$ cat src/tps_cfg.svh
`ifndef TPS_CFG_SVH
`define TPS_CFG_SVH

// ==========================================================
// Configuration register offsets
`define TPS_REG_PIXEL      7'h00
`define TPS_REG_FILL       7'h01
`define TPS_REG_SELECT     7'h03
`define TPS_REG_ADDR_HI    7'h04
`define TPS_REG_ADDR_LO    7'h05
`define TPS_REG_DATA       7'h06
`define TPS_REG_CMD        7'h07
`define TPS_REG_FEED_HI    7'h48
`define TPS_REG_FEED_LO    7'h49
`define TPS_REG_COUNT_HI   7'h4A
`define TPS_REG_COUNT_LO   7'h4B

// ==========================================================
// Field positions and limits
`define TPS_DIR_BIT        6
`define TPS_GAMMA_LAST     14'h0FFD
`define TPS_COEF_LAST      14'h3FFF
`define TPS_GAMMA_HI_MASK  8'h0F

// ==========================================================
// Command codes
`define TPS_CMD_IDLE       8'h00
`define TPS_CMD_FWD        8'h01
`define TPS_CMD_REV        8'h02
`define TPS_CMD_PFWD       8'h05
`define TPS_CMD_PREV       8'h06
`define TPS_CMD_SCAN       8'h08

// ==========================================================
// Reset values and timing
`define TPS_FEED_RESET     16'h0010
`define TPS_COUNT_RESET    16'h0000
`define TPS_SYS_CLK_NS     40
`define TPS_HOLD_TICK_NS   1000000

`endif

$ cat src/tps_pkg.sv
// ==========================================================
// Shared types
package tps_pkg;

  // Motion and scan sequencer
  typedef enum logic [2:0] {
    ST_IDLE  = 3'b000,
    ST_PRE   = 3'b001,
    ST_SCAN  = 3'b010,
    ST_FEED  = 3'b011,
    ST_TRAIL = 3'b100
  } tps_state_e;

  // Table target field
  typedef enum logic [1:0] {
    TGT_OFFSET = 2'b00,
    TGT_GAIN   = 2'b01,
    TGT_GAMMA  = 2'b10,
    TGT_UNDEF  = 2'b11
  } tps_target_e;

  // Colour plane field
  typedef enum logic [1:0] {
    COL_RED   = 2'b00,
    COL_GREEN = 2'b01,
    COL_BLUE  = 2'b10,
    COL_UNDEF = 2'b11
  } tps_color_e;

endpackage

$ cat src/tps_tick.sv
`timescale 1ns/100ps

// ==========================================================
// Programmable enable pulse divider
module tps_tick (
  // Clock and reset
  input  wire logic        sys_clk,
  input  wire logic        rst,
  // Control
  input  wire logic        run,
  input  wire logic [15:0] period,
  // Enable pulse
  output logic             tick
);

  logic [15:0] cnt_ff;   // Cycles since last pulse
  logic [15:0] nxt_cnt;
  logic        tick_ff;  // Registered pulse
  logic        nxt_tick;

  // Next count, a period of zero acts as one
  always_comb begin
    nxt_cnt  = cnt_ff;
    nxt_tick = 1'b0;
    if (!run) begin
      nxt_cnt = 16'h0000;
    end else if (({1'b0, cnt_ff} + 17'h00001) >= {1'b0, period}) begin
      nxt_cnt  = 16'h0000;
      nxt_tick = 1'b1;
    end else begin
      nxt_cnt = cnt_ff + 16'h0001;
    end
  end

  // Registers
  always_ff @(posedge sys_clk) begin
    if (rst) begin
      cnt_ff  <= 16'h0000;
      tick_ff <= 1'b0;
    end else begin
      cnt_ff  <= nxt_cnt;
      tick_ff <= nxt_tick;
    end
  end

  assign tick = tick_ff;

endmodule

$ cat src/tps_top.sv
`timescale 1ns/100ps
`include "tps_cfg.svh"

// Notes on behaviour
// - Select bits 1:0 pick offset, gain, gamma
// - Select bits 3:2 pick red, green, blue
// - Fourteen bit table address over two registers
// - Direction bit set means reads, prefetch data
// - Address advances after every two byte word
// - Gamma address wraps after 4093
// - Gain and offset address wraps after 16383
// - Table bytes move through data register 06
// - High byte first, gamma top nibble zero
// - Scan first advances programmed full steps
// - Scan ends on new command or sensor
// - Line buffer cleared when scanning starts
// - Pixels at 00, other registers stay live
// - Full buffer pauses, hold timeout drops power
// - Line ends with status word of fill
// - Eight bit line length formula
// - Sixteen bit mode emits two bytes per pixel
// - Fast forward, extra steps after sensor two
// - Fast reverse, sensor stops with no extras
// - Programmed feeds stop after line count
module tps_top #(
  parameter int HOLD_TICK_CYC = `TPS_HOLD_TICK_NS / `TPS_SYS_CLK_NS
) (
  // Clock and reset
  input  wire logic        sys_clk,
  input  wire logic        rst,
  // Configuration register port
  input  wire logic [6:0]  cfg_addr,
  input  wire logic        cfg_wr,
  input  wire logic        cfg_rd,
  input  wire logic [7:0]  cfg_wdata,
  output logic [7:0]       cfg_rdata,
  output logic             cfg_rvalid,
  // Table memory port
  output logic             tbl_req,
  output logic             tbl_we,
  output logic [1:0]       tbl_target,
  output logic [1:0]       tbl_color,
  output logic [13:0]      tbl_addr,
  output logic [15:0]      tbl_wdata,
  input  wire logic        tbl_ack,
  input  wire logic [15:0] tbl_rdata,
  // Image buffer
  output logic             buf_rd,
  input  wire logic [7:0]  buf_rdata,
  input  wire logic [7:0]  buf_fill,
  input  wire logic        buf_full,
  output logic             buf_clear,
  // Pixel stream into buffer
  input  wire logic        mode16,
  input  wire logic        pix_valid,
  input  wire logic [15:0] pix_data,
  input  wire logic        line_end,
  output logic             out_valid,
  output logic [7:0]       out_byte,
  // Line length
  input  wire logic [13:0] data_pixels,
  input  wire logic [3:0]  hdpi_div,
  input  wire logic        color_pixel_rate,
  input  wire logic [1:0]  bits_code,
  output logic [19:0]      bytes_per_line,
  // Motion
  input  wire logic [15:0] scan_stepsize,
  input  wire logic        sense1_trip,
  input  wire logic        sense2_trip,
  input  wire logic [7:0]  extra_steps,
  input  wire logic [7:0]  hold_timeout,
  output logic             step_pulse,
  output logic             step_fwd,
  output logic             motor_power,
  output logic             scanning
);

  // ==========================================================
  // Register group
  logic [3:0]  sel_ff,   nxt_sel;      // Target and colour
  logic        dir_ff,   nxt_dir;      // Read direction
  logic [13:0] addr_ff,  nxt_addr;     // Table word address
  logic [7:0]  cmd_ff,   nxt_cmd;      // Command register
  logic [15:0] feed_ff,  nxt_feed;     // Fast feed step size
  logic [15:0] lines_ff, nxt_lines;    // Step or line count
  logic [7:0]  hib_ff,   nxt_hib;      // Written high byte
  logic        ph_ff,    nxt_ph;       // Low byte next
  logic [15:0] word_ff,  nxt_word;     // Prefetched word
  logic        req_ff,   nxt_req;      // Memory request open
  logic        we_ff,    nxt_we;       // Request is a write
  logic [15:0] wd_ff,    nxt_wd;       // Write word
  logic [7:0]  rdat_ff,  nxt_rdat;     // Read answer
  logic        rv_ff,    nxt_rv;       // Read answer valid
  logic        brd_ff,   nxt_brd;      // Pixel byte pop
  logic        gam_hi_ff, nxt_gam_hi;  // Last read was gamma high
  logic        is_gamma;               // Gamma target selected
  logic [13:0] last_addr;              // Wrap point
  logic        data_acc;               // Data register access
  logic        word_done;              // Second byte completed
  logic        hw_stop;                // Motion ended by hardware

  assign is_gamma  = (sel_ff[1:0] == tps_pkg::TGT_GAMMA);
  assign last_addr = is_gamma ? `TPS_GAMMA_LAST : `TPS_COEF_LAST;
  assign data_acc  = (cfg_wr || cfg_rd) && (cfg_addr == `TPS_REG_DATA) && !req_ff;
  assign word_done = data_acc && ph_ff;

  // Register writes, table port and read answers
  always_comb begin
    nxt_sel = sel_ff;  nxt_dir = dir_ff;  nxt_addr = addr_ff;
    nxt_cmd = cmd_ff;  nxt_feed = feed_ff; nxt_lines = lines_ff;
    nxt_hib = hib_ff;  nxt_ph = ph_ff;    nxt_word = word_ff;
    nxt_req = req_ff;  nxt_we = we_ff;    nxt_wd = wd_ff;
    nxt_rdat = rdat_ff; nxt_rv = cfg_rd;  nxt_brd = 1'b0;
    nxt_gam_hi = 1'b0;
    // Memory handshake closes the request
    if (req_ff && tbl_ack) begin
      nxt_req = 1'b0;
      if (!we_ff) begin
        nxt_word = tbl_rdata;
      end
    end
    // Hardware stop returns command to idle
    if (hw_stop) begin
      nxt_cmd = `TPS_CMD_IDLE;
    end
    if (cfg_wr) begin
      unique case (cfg_addr)
        `TPS_REG_SELECT: nxt_sel = cfg_wdata[3:0];
        `TPS_REG_ADDR_HI: begin
          nxt_addr[13:8] = cfg_wdata[5:0];
          nxt_dir        = cfg_wdata[`TPS_DIR_BIT];
          nxt_ph         = 1'b0;
        end
        `TPS_REG_ADDR_LO: begin
          nxt_addr[7:0] = cfg_wdata;
          nxt_ph        = 1'b0;
          if (dir_ff) begin
            nxt_req = 1'b1;
            nxt_we  = 1'b0;
          end
        end
        `TPS_REG_CMD:      nxt_cmd = cfg_wdata;
        `TPS_REG_FEED_HI:  nxt_feed[15:8] = cfg_wdata;
        `TPS_REG_FEED_LO:  nxt_feed[7:0] = cfg_wdata;
        `TPS_REG_COUNT_HI: nxt_lines[15:8] = cfg_wdata;
        `TPS_REG_COUNT_LO: nxt_lines[7:0] = cfg_wdata;
        default: ;
      endcase
    end
    if (data_acc) begin
      nxt_ph = !ph_ff;
      if (cfg_wr && !ph_ff) begin
        nxt_hib = is_gamma ? (cfg_wdata & `TPS_GAMMA_HI_MASK) : cfg_wdata;
      end
      if (cfg_wr && ph_ff) begin
        nxt_req = 1'b1;
        nxt_we  = 1'b1;
        nxt_wd  = {hib_ff, cfg_wdata};
      end
      if (cfg_rd && ph_ff) begin
        nxt_req = 1'b1;
        nxt_we  = 1'b0;
      end
    end
    if (word_done) begin
      nxt_addr = (addr_ff == last_addr) ? 14'h0000 : (addr_ff + 14'h0001);
    end
    // read answers, pixel pop at 00
    if (cfg_rd) begin
      unique case (cfg_addr)
        `TPS_REG_PIXEL: begin
          nxt_rdat = buf_rdata;
          nxt_brd  = 1'b1;
        end
        `TPS_REG_FILL:     nxt_rdat = buf_fill;
        `TPS_REG_SELECT:   nxt_rdat = {4'h0, sel_ff};
        `TPS_REG_ADDR_HI:  nxt_rdat = {1'b0, dir_ff, addr_ff[13:8]};
        `TPS_REG_ADDR_LO:  nxt_rdat = addr_ff[7:0];
        // gamma high byte reads upper nibble as zero
        `TPS_REG_DATA: begin
          if (req_ff) begin
            nxt_rdat = 8'h00;
          end else if (!ph_ff) begin
            nxt_rdat   = is_gamma ? (word_ff[15:8] & `TPS_GAMMA_HI_MASK) : word_ff[15:8];
            nxt_gam_hi = is_gamma;
          end else begin
            nxt_rdat = word_ff[7:0];
          end
        end
        `TPS_REG_CMD:      nxt_rdat = cmd_ff;
        `TPS_REG_FEED_HI:  nxt_rdat = feed_ff[15:8];
        `TPS_REG_FEED_LO:  nxt_rdat = feed_ff[7:0];
        `TPS_REG_COUNT_HI: nxt_rdat = lines_ff[15:8];
        `TPS_REG_COUNT_LO: nxt_rdat = lines_ff[7:0];
        default:           nxt_rdat = 8'h00;
      endcase
    end
  end

  // Register group flops
  always_ff @(posedge sys_clk) begin
    if (rst) begin
      sel_ff <= 4'h0;  dir_ff <= 1'b0;  addr_ff <= 14'h0000;
      cmd_ff <= `TPS_CMD_IDLE;  feed_ff <= `TPS_FEED_RESET;  lines_ff <= `TPS_COUNT_RESET;
      hib_ff <= 8'h00; ph_ff <= 1'b0;   word_ff <= 16'h0000;
      req_ff <= 1'b0;  we_ff <= 1'b0;   wd_ff <= 16'h0000;
      rdat_ff <= 8'h00; rv_ff <= 1'b0;  brd_ff <= 1'b0;  gam_hi_ff <= 1'b0;
    end else begin
      sel_ff <= nxt_sel;   dir_ff <= nxt_dir;   addr_ff <= nxt_addr;
      cmd_ff <= nxt_cmd;   feed_ff <= nxt_feed; lines_ff <= nxt_lines;
      hib_ff <= nxt_hib;   ph_ff <= nxt_ph;     word_ff <= nxt_word;
      req_ff <= nxt_req;   we_ff <= nxt_we;     wd_ff <= nxt_wd;
      rdat_ff <= nxt_rdat; rv_ff <= nxt_rv;     brd_ff <= nxt_brd;
      gam_hi_ff <= nxt_gam_hi;
    end
  end

  assign cfg_rdata  = rdat_ff;
  assign cfg_rvalid = rv_ff;
  assign tbl_req    = req_ff;
  assign tbl_we     = we_ff;
  assign tbl_target = sel_ff[1:0];
  assign tbl_color  = sel_ff[3:2];
  assign tbl_addr   = addr_ff;
  assign tbl_wdata  = wd_ff;
  assign buf_rd     = brd_ff;

  // ==========================================================
  // Motion and scan sequencer
  tps_pkg::tps_state_e st_ff, nxt_st;  // Sequencer state
  logic        fwd_ff,  nxt_fwd;       // Motor direction
  logic        prog_ff, nxt_prog;      // Counted feed
  logic [15:0] cnt_ff,  nxt_cnt;       // Remaining steps
  logic        clr_ff,  nxt_clr;       // Buffer clear pulse
  logic        stp_ff,  nxt_stp;       // Step pulse
  logic [7:0]  hold_ff, nxt_hold;      // Milliseconds paused
  logic        pwr_ff,  nxt_pwr;       // Motor power
  logic        step_tick;              // Step rate enable
  logic        ms_tick;                // Hold timer enable
  logic        cmd_wr;                 // Command write now
  logic        paused;                 // Scan held by full buffer

  assign cmd_wr = cfg_wr && (cfg_addr == `TPS_REG_CMD);
  assign paused = (st_ff == tps_pkg::ST_SCAN) && buf_full;

  // Step rate divider
  tps_tick u_step (
    .sys_clk (sys_clk),
    .rst     (rst),
    .run     (st_ff != tps_pkg::ST_IDLE),
    .period  ((st_ff == tps_pkg::ST_SCAN) ? scan_stepsize : feed_ff),
    .tick    (step_tick)
  );

  // Hold timeout base
  tps_tick u_hold (
    .sys_clk (sys_clk),
    .rst     (rst),
    .run     (paused),
    .period  (16'(HOLD_TICK_CYC)),
    .tick    (ms_tick)
  );

  // Next sequencer state
  always_comb begin
    nxt_st = st_ff;  nxt_fwd = fwd_ff;  nxt_prog = prog_ff;
    nxt_cnt = cnt_ff; nxt_clr = 1'b0;   nxt_stp = 1'b0;
    nxt_hold = hold_ff; nxt_pwr = pwr_ff; hw_stop = 1'b0;
    if (cmd_wr) begin
      nxt_prog = 1'b0;
      unique case (cfg_wdata)
        `TPS_CMD_SCAN: begin
          if (st_ff != tps_pkg::ST_SCAN && st_ff != tps_pkg::ST_PRE) begin
            nxt_st  = tps_pkg::ST_PRE;
            nxt_cnt = lines_ff;
            nxt_fwd = 1'b1;
            nxt_clr = 1'b1;
          end
        end
        `TPS_CMD_FWD, `TPS_CMD_PFWD: begin
          nxt_st   = tps_pkg::ST_FEED;
          nxt_fwd  = 1'b1;
          nxt_prog = (cfg_wdata == `TPS_CMD_PFWD);
          nxt_cnt  = lines_ff;
        end
        `TPS_CMD_REV, `TPS_CMD_PREV: begin
          nxt_st   = tps_pkg::ST_FEED;
          nxt_fwd  = 1'b0;
          nxt_prog = (cfg_wdata == `TPS_CMD_PREV);
          nxt_cnt  = lines_ff;
        end
        default: nxt_st = tps_pkg::ST_IDLE;
      endcase
    end else begin
      unique case (st_ff)
        tps_pkg::ST_IDLE: ;
        tps_pkg::ST_PRE: begin
          if (cnt_ff == 16'h0000) begin
            nxt_st = tps_pkg::ST_SCAN;
          end else if (step_tick) begin
            nxt_stp = 1'b1;
            nxt_cnt = cnt_ff - 16'h0001;
          end
        end
        tps_pkg::ST_SCAN: begin
          if (sense1_trip || (sense2_trip && extra_steps == 8'h00)) begin
            nxt_st  = tps_pkg::ST_IDLE;
            hw_stop = 1'b1;
          end else if (sense2_trip) begin
            nxt_st  = tps_pkg::ST_TRAIL;
            nxt_cnt = {8'h00, extra_steps};
          end else if (step_tick && !buf_full) begin
            nxt_stp = 1'b1;
          end
        end
        tps_pkg::ST_FEED: begin
          if (sense1_trip || (sense2_trip && (!fwd_ff || extra_steps == 8'h00))) begin
            nxt_st  = tps_pkg::ST_IDLE;
            hw_stop = 1'b1;
          end else if (sense2_trip) begin
            nxt_st  = tps_pkg::ST_TRAIL;
            nxt_cnt = {8'h00, extra_steps};
          end else if (step_tick) begin
            nxt_stp = 1'b1;
            if (prog_ff) begin
              nxt_cnt = cnt_ff - 16'h0001;
              if (cnt_ff <= 16'h0001) begin
                nxt_st  = tps_pkg::ST_IDLE;
                hw_stop = 1'b1;
              end
            end
          end
        end
        tps_pkg::ST_TRAIL: begin
          if (step_tick) begin
            nxt_stp = 1'b1;
            nxt_cnt = cnt_ff - 16'h0001;
            if (cnt_ff <= 16'h0001) begin
              nxt_st  = tps_pkg::ST_IDLE;
              hw_stop = 1'b1;
            end
          end
        end
        default: begin
          nxt_st  = tps_pkg::ST_IDLE;
          hw_stop = 1'b1;
        end
      endcase
    end
    if (!paused) begin
      nxt_hold = 8'h00;
      nxt_pwr  = (nxt_st != tps_pkg::ST_IDLE);
    end else if (ms_tick) begin
      if (hold_ff >= hold_timeout) begin
        nxt_pwr = 1'b0;
      end else begin
        nxt_hold = hold_ff + 8'h01;
      end
    end
  end

  // Sequencer flops
  always_ff @(posedge sys_clk) begin
    if (rst) begin
      st_ff <= tps_pkg::ST_IDLE; fwd_ff <= 1'b1; prog_ff <= 1'b0;
      cnt_ff <= 16'h0000; clr_ff <= 1'b0; stp_ff <= 1'b0;
      hold_ff <= 8'h00;   pwr_ff <= 1'b0;
    end else begin
      st_ff <= nxt_st;    fwd_ff <= nxt_fwd; prog_ff <= nxt_prog;
      cnt_ff <= nxt_cnt;  clr_ff <= nxt_clr; stp_ff <= nxt_stp;
      hold_ff <= nxt_hold; pwr_ff <= nxt_pwr;
    end
  end

  assign buf_clear   = clr_ff;
  assign step_pulse  = stp_ff;
  assign step_fwd    = fwd_ff;
  assign motor_power = pwr_ff;
  assign scanning    = (st_ff == tps_pkg::ST_PRE) || (st_ff == tps_pkg::ST_SCAN);

  // ==========================================================
  // Output byte formatter and line length
  logic        ov_ff,  nxt_ov;    // Byte valid
  logic [7:0]  ob_ff,  nxt_ob;    // Byte
  logic        pd_ff,  nxt_pd;    // Second byte pending
  logic [7:0]  pb_ff,  nxt_pb;    // Pending byte
  logic [19:0] bpl_ff, nxt_bpl;   // Bytes per line
  logic [13:0] quo;               // Pixels after divider
  logic [19:0] qc;                // Times colour factor
  logic [19:0] qcb;               // Times bits per pixel

  assign quo = data_pixels / ((hdpi_div == 4'h0) ? 14'h0001 : {10'h000, hdpi_div});
  assign qc  = {6'h00, quo} * (color_pixel_rate ? 20'h00003 : 20'h00001);
  assign qcb = qc << bits_code;

  // Byte sequencing
  always_comb begin
    nxt_ov = 1'b0;  nxt_ob = ob_ff;  nxt_pd = 1'b0;  nxt_pb = pb_ff;
    nxt_bpl = mode16 ? {qc[18:0], 1'b0} : {3'h0, qcb[19:4], 1'b0};
    if (pd_ff) begin
      nxt_ov = 1'b1;
      nxt_ob = pb_ff;
    end else if (line_end) begin
      // status word, fill in low byte
      nxt_ov = 1'b1;
      nxt_ob = 8'h00;
      nxt_pd = 1'b1;
      nxt_pb = buf_fill;
    end else if (pix_valid) begin
      nxt_ov = 1'b1;
      // two bytes per pixel, high first
      if (mode16) begin
        nxt_ob = pix_data[15:8];
        nxt_pd = 1'b1;
        nxt_pb = pix_data[7:0];
      end else begin
        nxt_ob = pix_data[7:0];
      end
    end
  end

  // Formatter flops
  always_ff @(posedge sys_clk) begin
    if (rst) begin
      ov_ff <= 1'b0; ob_ff <= 8'h00; pd_ff <= 1'b0; pb_ff <= 8'h00; bpl_ff <= 20'h00000;
    end else begin
      ov_ff <= nxt_ov; ob_ff <= nxt_ob; pd_ff <= nxt_pd; pb_ff <= nxt_pb; bpl_ff <= nxt_bpl;
    end
  end

  assign out_valid      = ov_ff;
  assign out_byte       = ob_ff;
  assign bytes_per_line = bpl_ff;
endmodule

$ cat config.mk
export PLATFORM = sky130hd
export DESIGN_NAME = tps_top
export DESIGN_NICKNAME = d
export VERILOG_FILES = /design/src/tps_pkg.sv /design/src/tps_tick.sv /design/src/tps_top.sv
export VERILOG_INCLUDE_DIRS = /design/src /design/src/src
export SDC_FILE = /design/constraint.sdc
export NUM_CORES = 1
export LEC_CHECK = 0
export BUFFER_PORTS_ARGS = -buffer_cell sky130_fd_sc_hd__buf_2
export CAP_MARGIN = 20
export CORE_AREA = 2 2 187 189
export DETAILED_ROUTE_END_ITERATION = 16
export DIE_AREA = 0 0 189 191
export GPL_TIMING_DRIVEN = 0
export PLACE_DENSITY = 0.7
export SYNTH_ARGS = -nofsm -noshare
export SYNTH_HDL_FRONTEND = slang
export SYNTH_SLANG_ARGS = --single-unit
$ cat constraint.sdc
create_clock -name sys_clk -period 57.7 [get_ports sys_clk]
set_input_delay 11.54 -clock sys_clk [delete_from_list [all_inputs] [get_ports sys_clk]]
set_output_delay 11.54 -clock sys_clk [all_outputs]
set_load 0.005 [all_outputs]
# --- Yosys cells after proc, flatten, opt, wreduce, memory -nomap -nowiden ---
# Index checks and enable logic that the tools add are counted.
word_totals:
  elab_cells: 262
  out_inout_bits: 80
  inputBits: 127
  register_bits: 216
op_classes:
  n_bitwise: 9
  n_div: 1
  mux: 99
  n_reduce_logical: 70
  shift: 1
  eq_ne: 34
  n_lt_le_gt_ge: 4
  multipliers: 1
  addsub: 7
ops:
  columns: ["operator", "count"]
  rows:
  - ["$mux 16", 11]
  - ["$mux 8", 15]
  - ["$pmux 8 s11", 1]
  - ["$pmux 16 s4", 1]
  - ["$mux 14", 4]
  - ["$mux 1", 45]
  - ["$add 16x1->17 const B", 2]
  - ["$mux 3", 11]
  - ["$add 16x1->16 const B", 2]
  - ["$pmux 16 s2", 1]
  - ["$eq 7x3->1 const B", 4]
  - ["$eq 7x7->1 const B", 4]
  - ["$reduce_and 2->1", 14]
  - ["$reduce_or 2->1", 10]
  - ["$shl 16x2->20", 1]
  - ["$ge 17x15->1 const B", 1]
  - ["$ge 17x16->1", 1]
  - ["$mux 17", 1]
  - ["$eq 8x3->1 const B", 2]
  - ["$le 16x1->1 const B", 1]
  - ["$logic_not 16->1", 1]
  - ["$mul 14x2->16", 1]
  - ["$sub 16x1->16 const B", 1]
  - ["$ne 3x3->1 const B", 5]
  - ["other kinds (42)", 86]

# --- Logic depth before layout (Yosys ltp) ---
depth:
  depth_word: 11
  depth_mapped: 140

# --- Modules after synthesis ---
# Synthesis repeated with hierarchy kept, for this count alone.
hier_totals:
  cells_unflattened: 1988
  area_unflattened_um2: 15504.9
by_module_without_submodules:
  columns: ["module", "area_per_inst_um2", "instances", "seq_area_each_um2", "cells_per_inst"]
  rows:
  - ["tps_top", 12941.2, 1, 3563.4, 1712]
  - ["tps_tick (u_step)", 1337.5, 1, 340.3, 144]
  - ["tps_tick (u_hold)", 1226.2, 1, 340.3, 132]

# --- Worst setup path after synthesis ---
# Ideal clock, no wire load.
synth_timing:
  path_kind: "input-to-reg"
  from: "input hdpi_div[1]"
  to: "register bpl_ff[12] (netlist: bytes_per_line[12])"
  path_buffers: 4
  arrival_ns: 35.455
  path_slack_ns: 22.117
  cell_stages: 129
  setup_ns: 0.128
  path_cell_list: "nor3_1 > nor2_1 > ha_1 > or3_1 > nand4_1 > nand3_1 > ha_1 > nor2_1 > a211oi_4 > a311oi_1 > or2_2 > ha_1 > or3_1 > o22ai_4 > mux2_2 > ha_1 > nor3_1 > a211oi_1 > [93 not listed] > a21oi_1 > nor2_1 > nor2_1 > o21bai_1 > a21oi_1 > o21bai_1 > a21oi_1 > o21bai_1 > a21oi_1 > o21bai_1 > a21oi_1 > nor2b_1 > o21bai_1 > o21ai_0 > nor2_1 > a211oi_1 > a21oi_1 > nor2_1"
synth_via:
  elab_chain_len: 6
synth_lines:
  columns: ["element", "line_no", "source"]
  rows:
  - ["start, declared", "tps_top.sv:62", "input wire logic [3:0] hdpi_div,"]
  - ["$logic_not 4->1", "tps_top.sv:392", "assign quo = data_pixels / ((hdpi_div == 4'h0) ? 14'h0001 : {10'h000, hdpi_div});"]
  - ["$mux 4 (*)", "tps_top.sv:392", null]
  - ["$div 14x14->14 (*)", "tps_top.sv:392", null]
  - ["$mul 14x2->16 (*)", "tps_top.sv:393", "assign qc = {6'h00, quo} * (color_pixel_rate ? 20'h00003 : 20'h00001);"]
  - ["$shl 16x2->20", "tps_top.sv:394", "assign qcb = qc << bits_code;"]
  - ["$mux 17 (*)", "tps_top.sv:399", "nxt_bpl = mode16 ? {qc[18:0], 1'b0} : {3'h0, qcb[19:4], 1'b0};"]
  - ["end signal, assigned", "tps_top.sv:427", "ov_ff <= nxt_ov; ob_ff <= nxt_ob; pd_ff <= nxt_pd; pb_ff <= nxt_pb; bpl_ff <= nxt_bpl;"]
  - ["end, declared", "tps_top.sv:387", "logic [19:0] bpl_ff, nxt_bpl;"]
# Every way passes the cells marked *; elsewhere a longest branch is shown, timed or not.
# A chain may end at the register's enable or synchronous reset.

# --- Final worst setup path ---
layout_timing:
  from: "input hdpi_div[3]"
  to: "register bpl_ff[12] (netlist: bytes_per_line[12])"
# The elaborated chain is that of the path after synthesis.

==> reports/summary.txt <==
FLOORPLANNING
----------------------------------------------------------------------------------------
Initial core utilization ..................................................        44.5%
Die area ..................................................................   0.0361 mm²
Floorplan core area .......................................................   0.0341 mm²
Number of core rows .......................................................           68
Boundary Pins .............................................................          207
Floorplan die height ......................................................       191 µm
Die boundary width ........................................................       189 µm

SETUP PATH
----------------------------------------------------------------------------------------
Most common cell type on the critical path ................................ sky130_fd_sc_hd__a21oi_1
FF-to-FF End .............................................................. u_step.cnt_ff[11]
Critical path fanouts, max ................................................           10
Arr. time, crit path ......................................................     39.45 ns
Critical Path Sink ........................................................ bytes_per_line[12]
Critical Path Slowest Stage Cell .......................................... sky130_fd_sc_hd__o41ai_2
Critical Setup Path Class .................................................       in2reg
Reg2Reg Depth .............................................................           23
Req. time, crit path ......................................................     58.09 ns
Worst Setup Start Kind ....................................................    input pin
Origin of the critical flop-to-flop path ..................................     st_ff[1]
Slowest cell delay on critical path .......................................      0.68 ns
Launching element of the worst setup path .................................  hdpi_div[3]
R2R Setup Slk .............................................................     52.40 ns
Endpoint class of the critical path .......................................    flip-flop

SYNTHESIS
----------------------------------------------------------------------------------------
Post-synth top area share .................................................        28.0%
Part of the Yosys area used for sequential elements .......................        28.0%
Synth area leader ......................................................... sky130_fd_sc_hd__dfxtp_1
Count of yosys warnings during synthesis ..................................            0
Mean Syn Cell Area ........................................................     7.72 µm²
Gate count of the mapped netlist ..........................................         1965
Commonest register cell after synthesis ................................... sky130_fd_sc_hd__dfxtp_1
Async set-or-reset flop fraction in the synthesized netlist ...............           0%
Mapped Area ...............................................................   0.0152 mm²
Cell types with the largest area share after synthesis .................... sky130_fd_sc_hd__dfxtp_1 28%, sky130_fd_sc_hd__ha_1 7.5%, sky130_fd_sc_hd__a21oi_1 6.6%
Number of synthesized flops with an enable pin ............................            0
Number of register bits inferred by synthesis .............................          212
Netlist cell types ........................................................          106

CLOCKING
----------------------------------------------------------------------------------------
Post-CTS setup buffer count ...............................................            0
Clock-pin slew on the worst setup and hold paths ..........................      0.06 ns
Number of hold buffers added after cts ....................................            0
Total CTS buffers .........................................................           23
Worst-skew pair later-pin latency .........................................      0.53 ns
Longest Clk Path Bufs .....................................................            3
Root buffer cell .......................................................... sky130_fd_sc_hd__clkbuf_16
Clock sinks ...............................................................          212
Number of levels in the clock H-tree ......................................            1
Cts repair resizes ........................................................            0
TritonCTS clock tree ......................................................        built

GLOBAL ROUTE
----------------------------------------------------------------------------------------
Global route total overflow ...............................................            0
Wire length of the first global-routing pass ..............................      76.3 mm
Number of antenna violations at the first check in global routing .........            1
Largest net degree at the start of global routing .........................           14
Number of global-route vias before repair .................................        14.3k
Total global routing track utilization ....................................        26.2%

STATUS
----------------------------------------------------------------------------------------
Outcome ...................................................................    completed

MIN PATH
----------------------------------------------------------------------------------------
Number of cells on the worst hold path ....................................            2
Worst hold-check path type ................................................      reg2reg

DRT
----------------------------------------------------------------------------------------
Remaining number of nets flagged by the antenna check after routing .......            0
Residual DRC ..............................................................            0
WL final ..................................................................      49.4 mm
Wire per inst .............................................................      18.5 µm
Routed via count ..........................................................        15.7k
Iter 0 DRT Violations .....................................................         1501
First-pass iteration count of the detailed router .........................            6
Via count normalized by instance count ....................................         5.88

STA
----------------------------------------------------------------------------------------
Worst-Margin Slew .........................................................      1.10 ns
Sum of negative setup slack ...............................................         0 ns
Final critical-path required period .......................................     39.06 ns
Post-route fraction of the period consumed by the critical path ...........        67.7%
Fin. Hold Viols ...........................................................            0
Relative slew slack .......................................................        25.7%
Maximum clock rate ........................................................   0.0256 GHz
Max-slew violation count ..................................................            0
RSZ-0062 raised after global routing ......................................           no
Fin Clk Skew ..............................................................    0.0286 ns
Setup Viol. Count Final ...................................................            0

FINISH
----------------------------------------------------------------------------------------
Most frequent cells in the layout ......................................... 237 x sky130_fd_sc_hd__nand2_1, 212 x sky130_fd_sc_hd__nor2_1, 212 x sky130_fd_sc_hd__dfxtp_1
Number of fill cells in the layout ........................................         3282
Leading cell type in the layout, fill and taps excluded ................... sky130_fd_sc_hd__nand2_1
Final net count ...........................................................         2408
Synthesis-to-layout area growth ...........................................        15.1%
Share of layout cells above drive strength 1 ..............................        15.2%

JOB
----------------------------------------------------------------------------------------
Number of max-cap violations ..............................................            0

PLACEMENT
----------------------------------------------------------------------------------------
Number of port buffers ....................................................          193
Routability-driven placement congestion ratio .............................        0.963
Total half-perimeter wirelength after legalization and detailed placement .      38.7 mm

## final cells by class
class / count / area (µm²) / area share (%)
multi-input combinational: 1587 / 10300 / 58.7
sequential: 212 / 4240 / 24.3
timing repair buffer: 195 / 978 / 5.60
clock buffer: 36 / 674 / 3.86
tap: 455 / 569 / 3.26
buffer: 113 / 468 / 2.68
inverter: 57 / 216 / 1.24
clock inverter: 5 / 47.5 / 0.272
antenna: 3 / 7.51 / 0.0430
## how the worst min path moves through the flow
stage / startpoint / end / slack, ns
finish: word_ff[3] / word_ff[3] / 0.45
global route: word_ff[2] / word_ff[2] / 0.47
CTS: word_ff[3] / word_ff[3] / 0.45
global placement: word_ff[15] / word_ff[15] / 0.44
floorplan: u_hold.cnt_ff[0] / u_hold.cnt_ff[0] / 0.43
detailed placement: word_ff[2] / word_ff[2] / 0.44
## per-stage QoR
step	util [%]	area (µm²)	setup WS [ns]	hold WS [ns]	std cells
floorplan	-	15200	22.12	0.430	1969
global placement	49.0	16700	18.19	0.442	2617
detailed placement	49.0	16700	18.46	0.444	2618
CTS	51.1	17400	18.88	0.453	2659
global route	51.2	17500	16.21	0.465	2660
finish	51.2	17500	18.64	0.453	2663
## Yosys cell counts, drive strengths merged, types with 6 or more instances
cell type / n
nand2: 237
dfxtp: 212
nor2: 212
a21oi: 202
clkbuf: 99
ha: 91
nand3: 79
o21ai: 75
mux2i: 68
nor3: 67
inv: 57
xnor2: 48
a211oi: 40
mux2: 30
nand2b: 30
nor2b: 30
a22oi: 28
xor2: 27
o21a: 25
and2: 23
nand4: 22
and3: 20
a21o: 17
a31oi: 16
or2: 16
buf: 14
o211ai: 14
nor4: 13
a222oi: 12
o21bai: 12
or3: 12
o211a: 8
a311oi: 6
## metal layers
metal	vias to the layer above	global-route usage (%)	wire length, µm
li1	7536	-	-
met3	114	3.62	4230
met1	7326	35.1	21100
met5	-	0	0
met2	679	42.9	22200
met4	0	9.19	1820
## sequential cells by signal (all words and copies together) (netlist names), 8 cells and up
| signal | flops |
|---|---|
| bytes_per_line | 16 |
| cnt_ff | 16 |
| feed_ff | 16 |
| lines_ff | 16 |
| tbl_wdata | 16 |
| u_hold.cnt_ff | 16 |
| u_step.cnt_ff | 16 |
| word_ff | 16 |
| tbl_addr | 14 |
| cfg_rdata | 8 |
| cmd_ff | 8 |
| hib_ff | 8 |
| hold_ff | 8 |
| out_byte | 8 |
| pb_ff | 8 |
## cells by family (layout without fill, tap and decap cells)
| kind of cell | count (synthesis) | in the layout | share of synthesized area [%] |
|---|---|---|---|
| other | 1 | 8 | 0.0247 |
| AOI/OAI and AO/OA | 527 | 527 | 23.2 |
| adders and majority gates | 93 | 93 | 7.70 |
| muxes | 102 | 102 | 7.65 |
| xor gates and xnor gates | 75 | 75 | 4.33 |
| buffers and inverters | 170 | 406 | 4.51 |
| and+or+nand+nor | 785 | 785 | 24.5 |
| DFF | 212 | 212 | 28.0 |
## critical path, delay by kind of cell
family | cells | cell delay [ns]
adder cells (fa/ha/maj) | 15 | 4.22
XOR/XNOR | 1 | 0.14
AND/OR/NAND/NOR | 38 | 7.21
multiplexers | 4 | 1.03
buffers and inverters | 11 | 1.62
AO/OA/AOI/OAI | 63 | 13.60
Power is not shown: default switching activity piles up to over one toggle a cycle in this logic, so the estimate is an artifact.
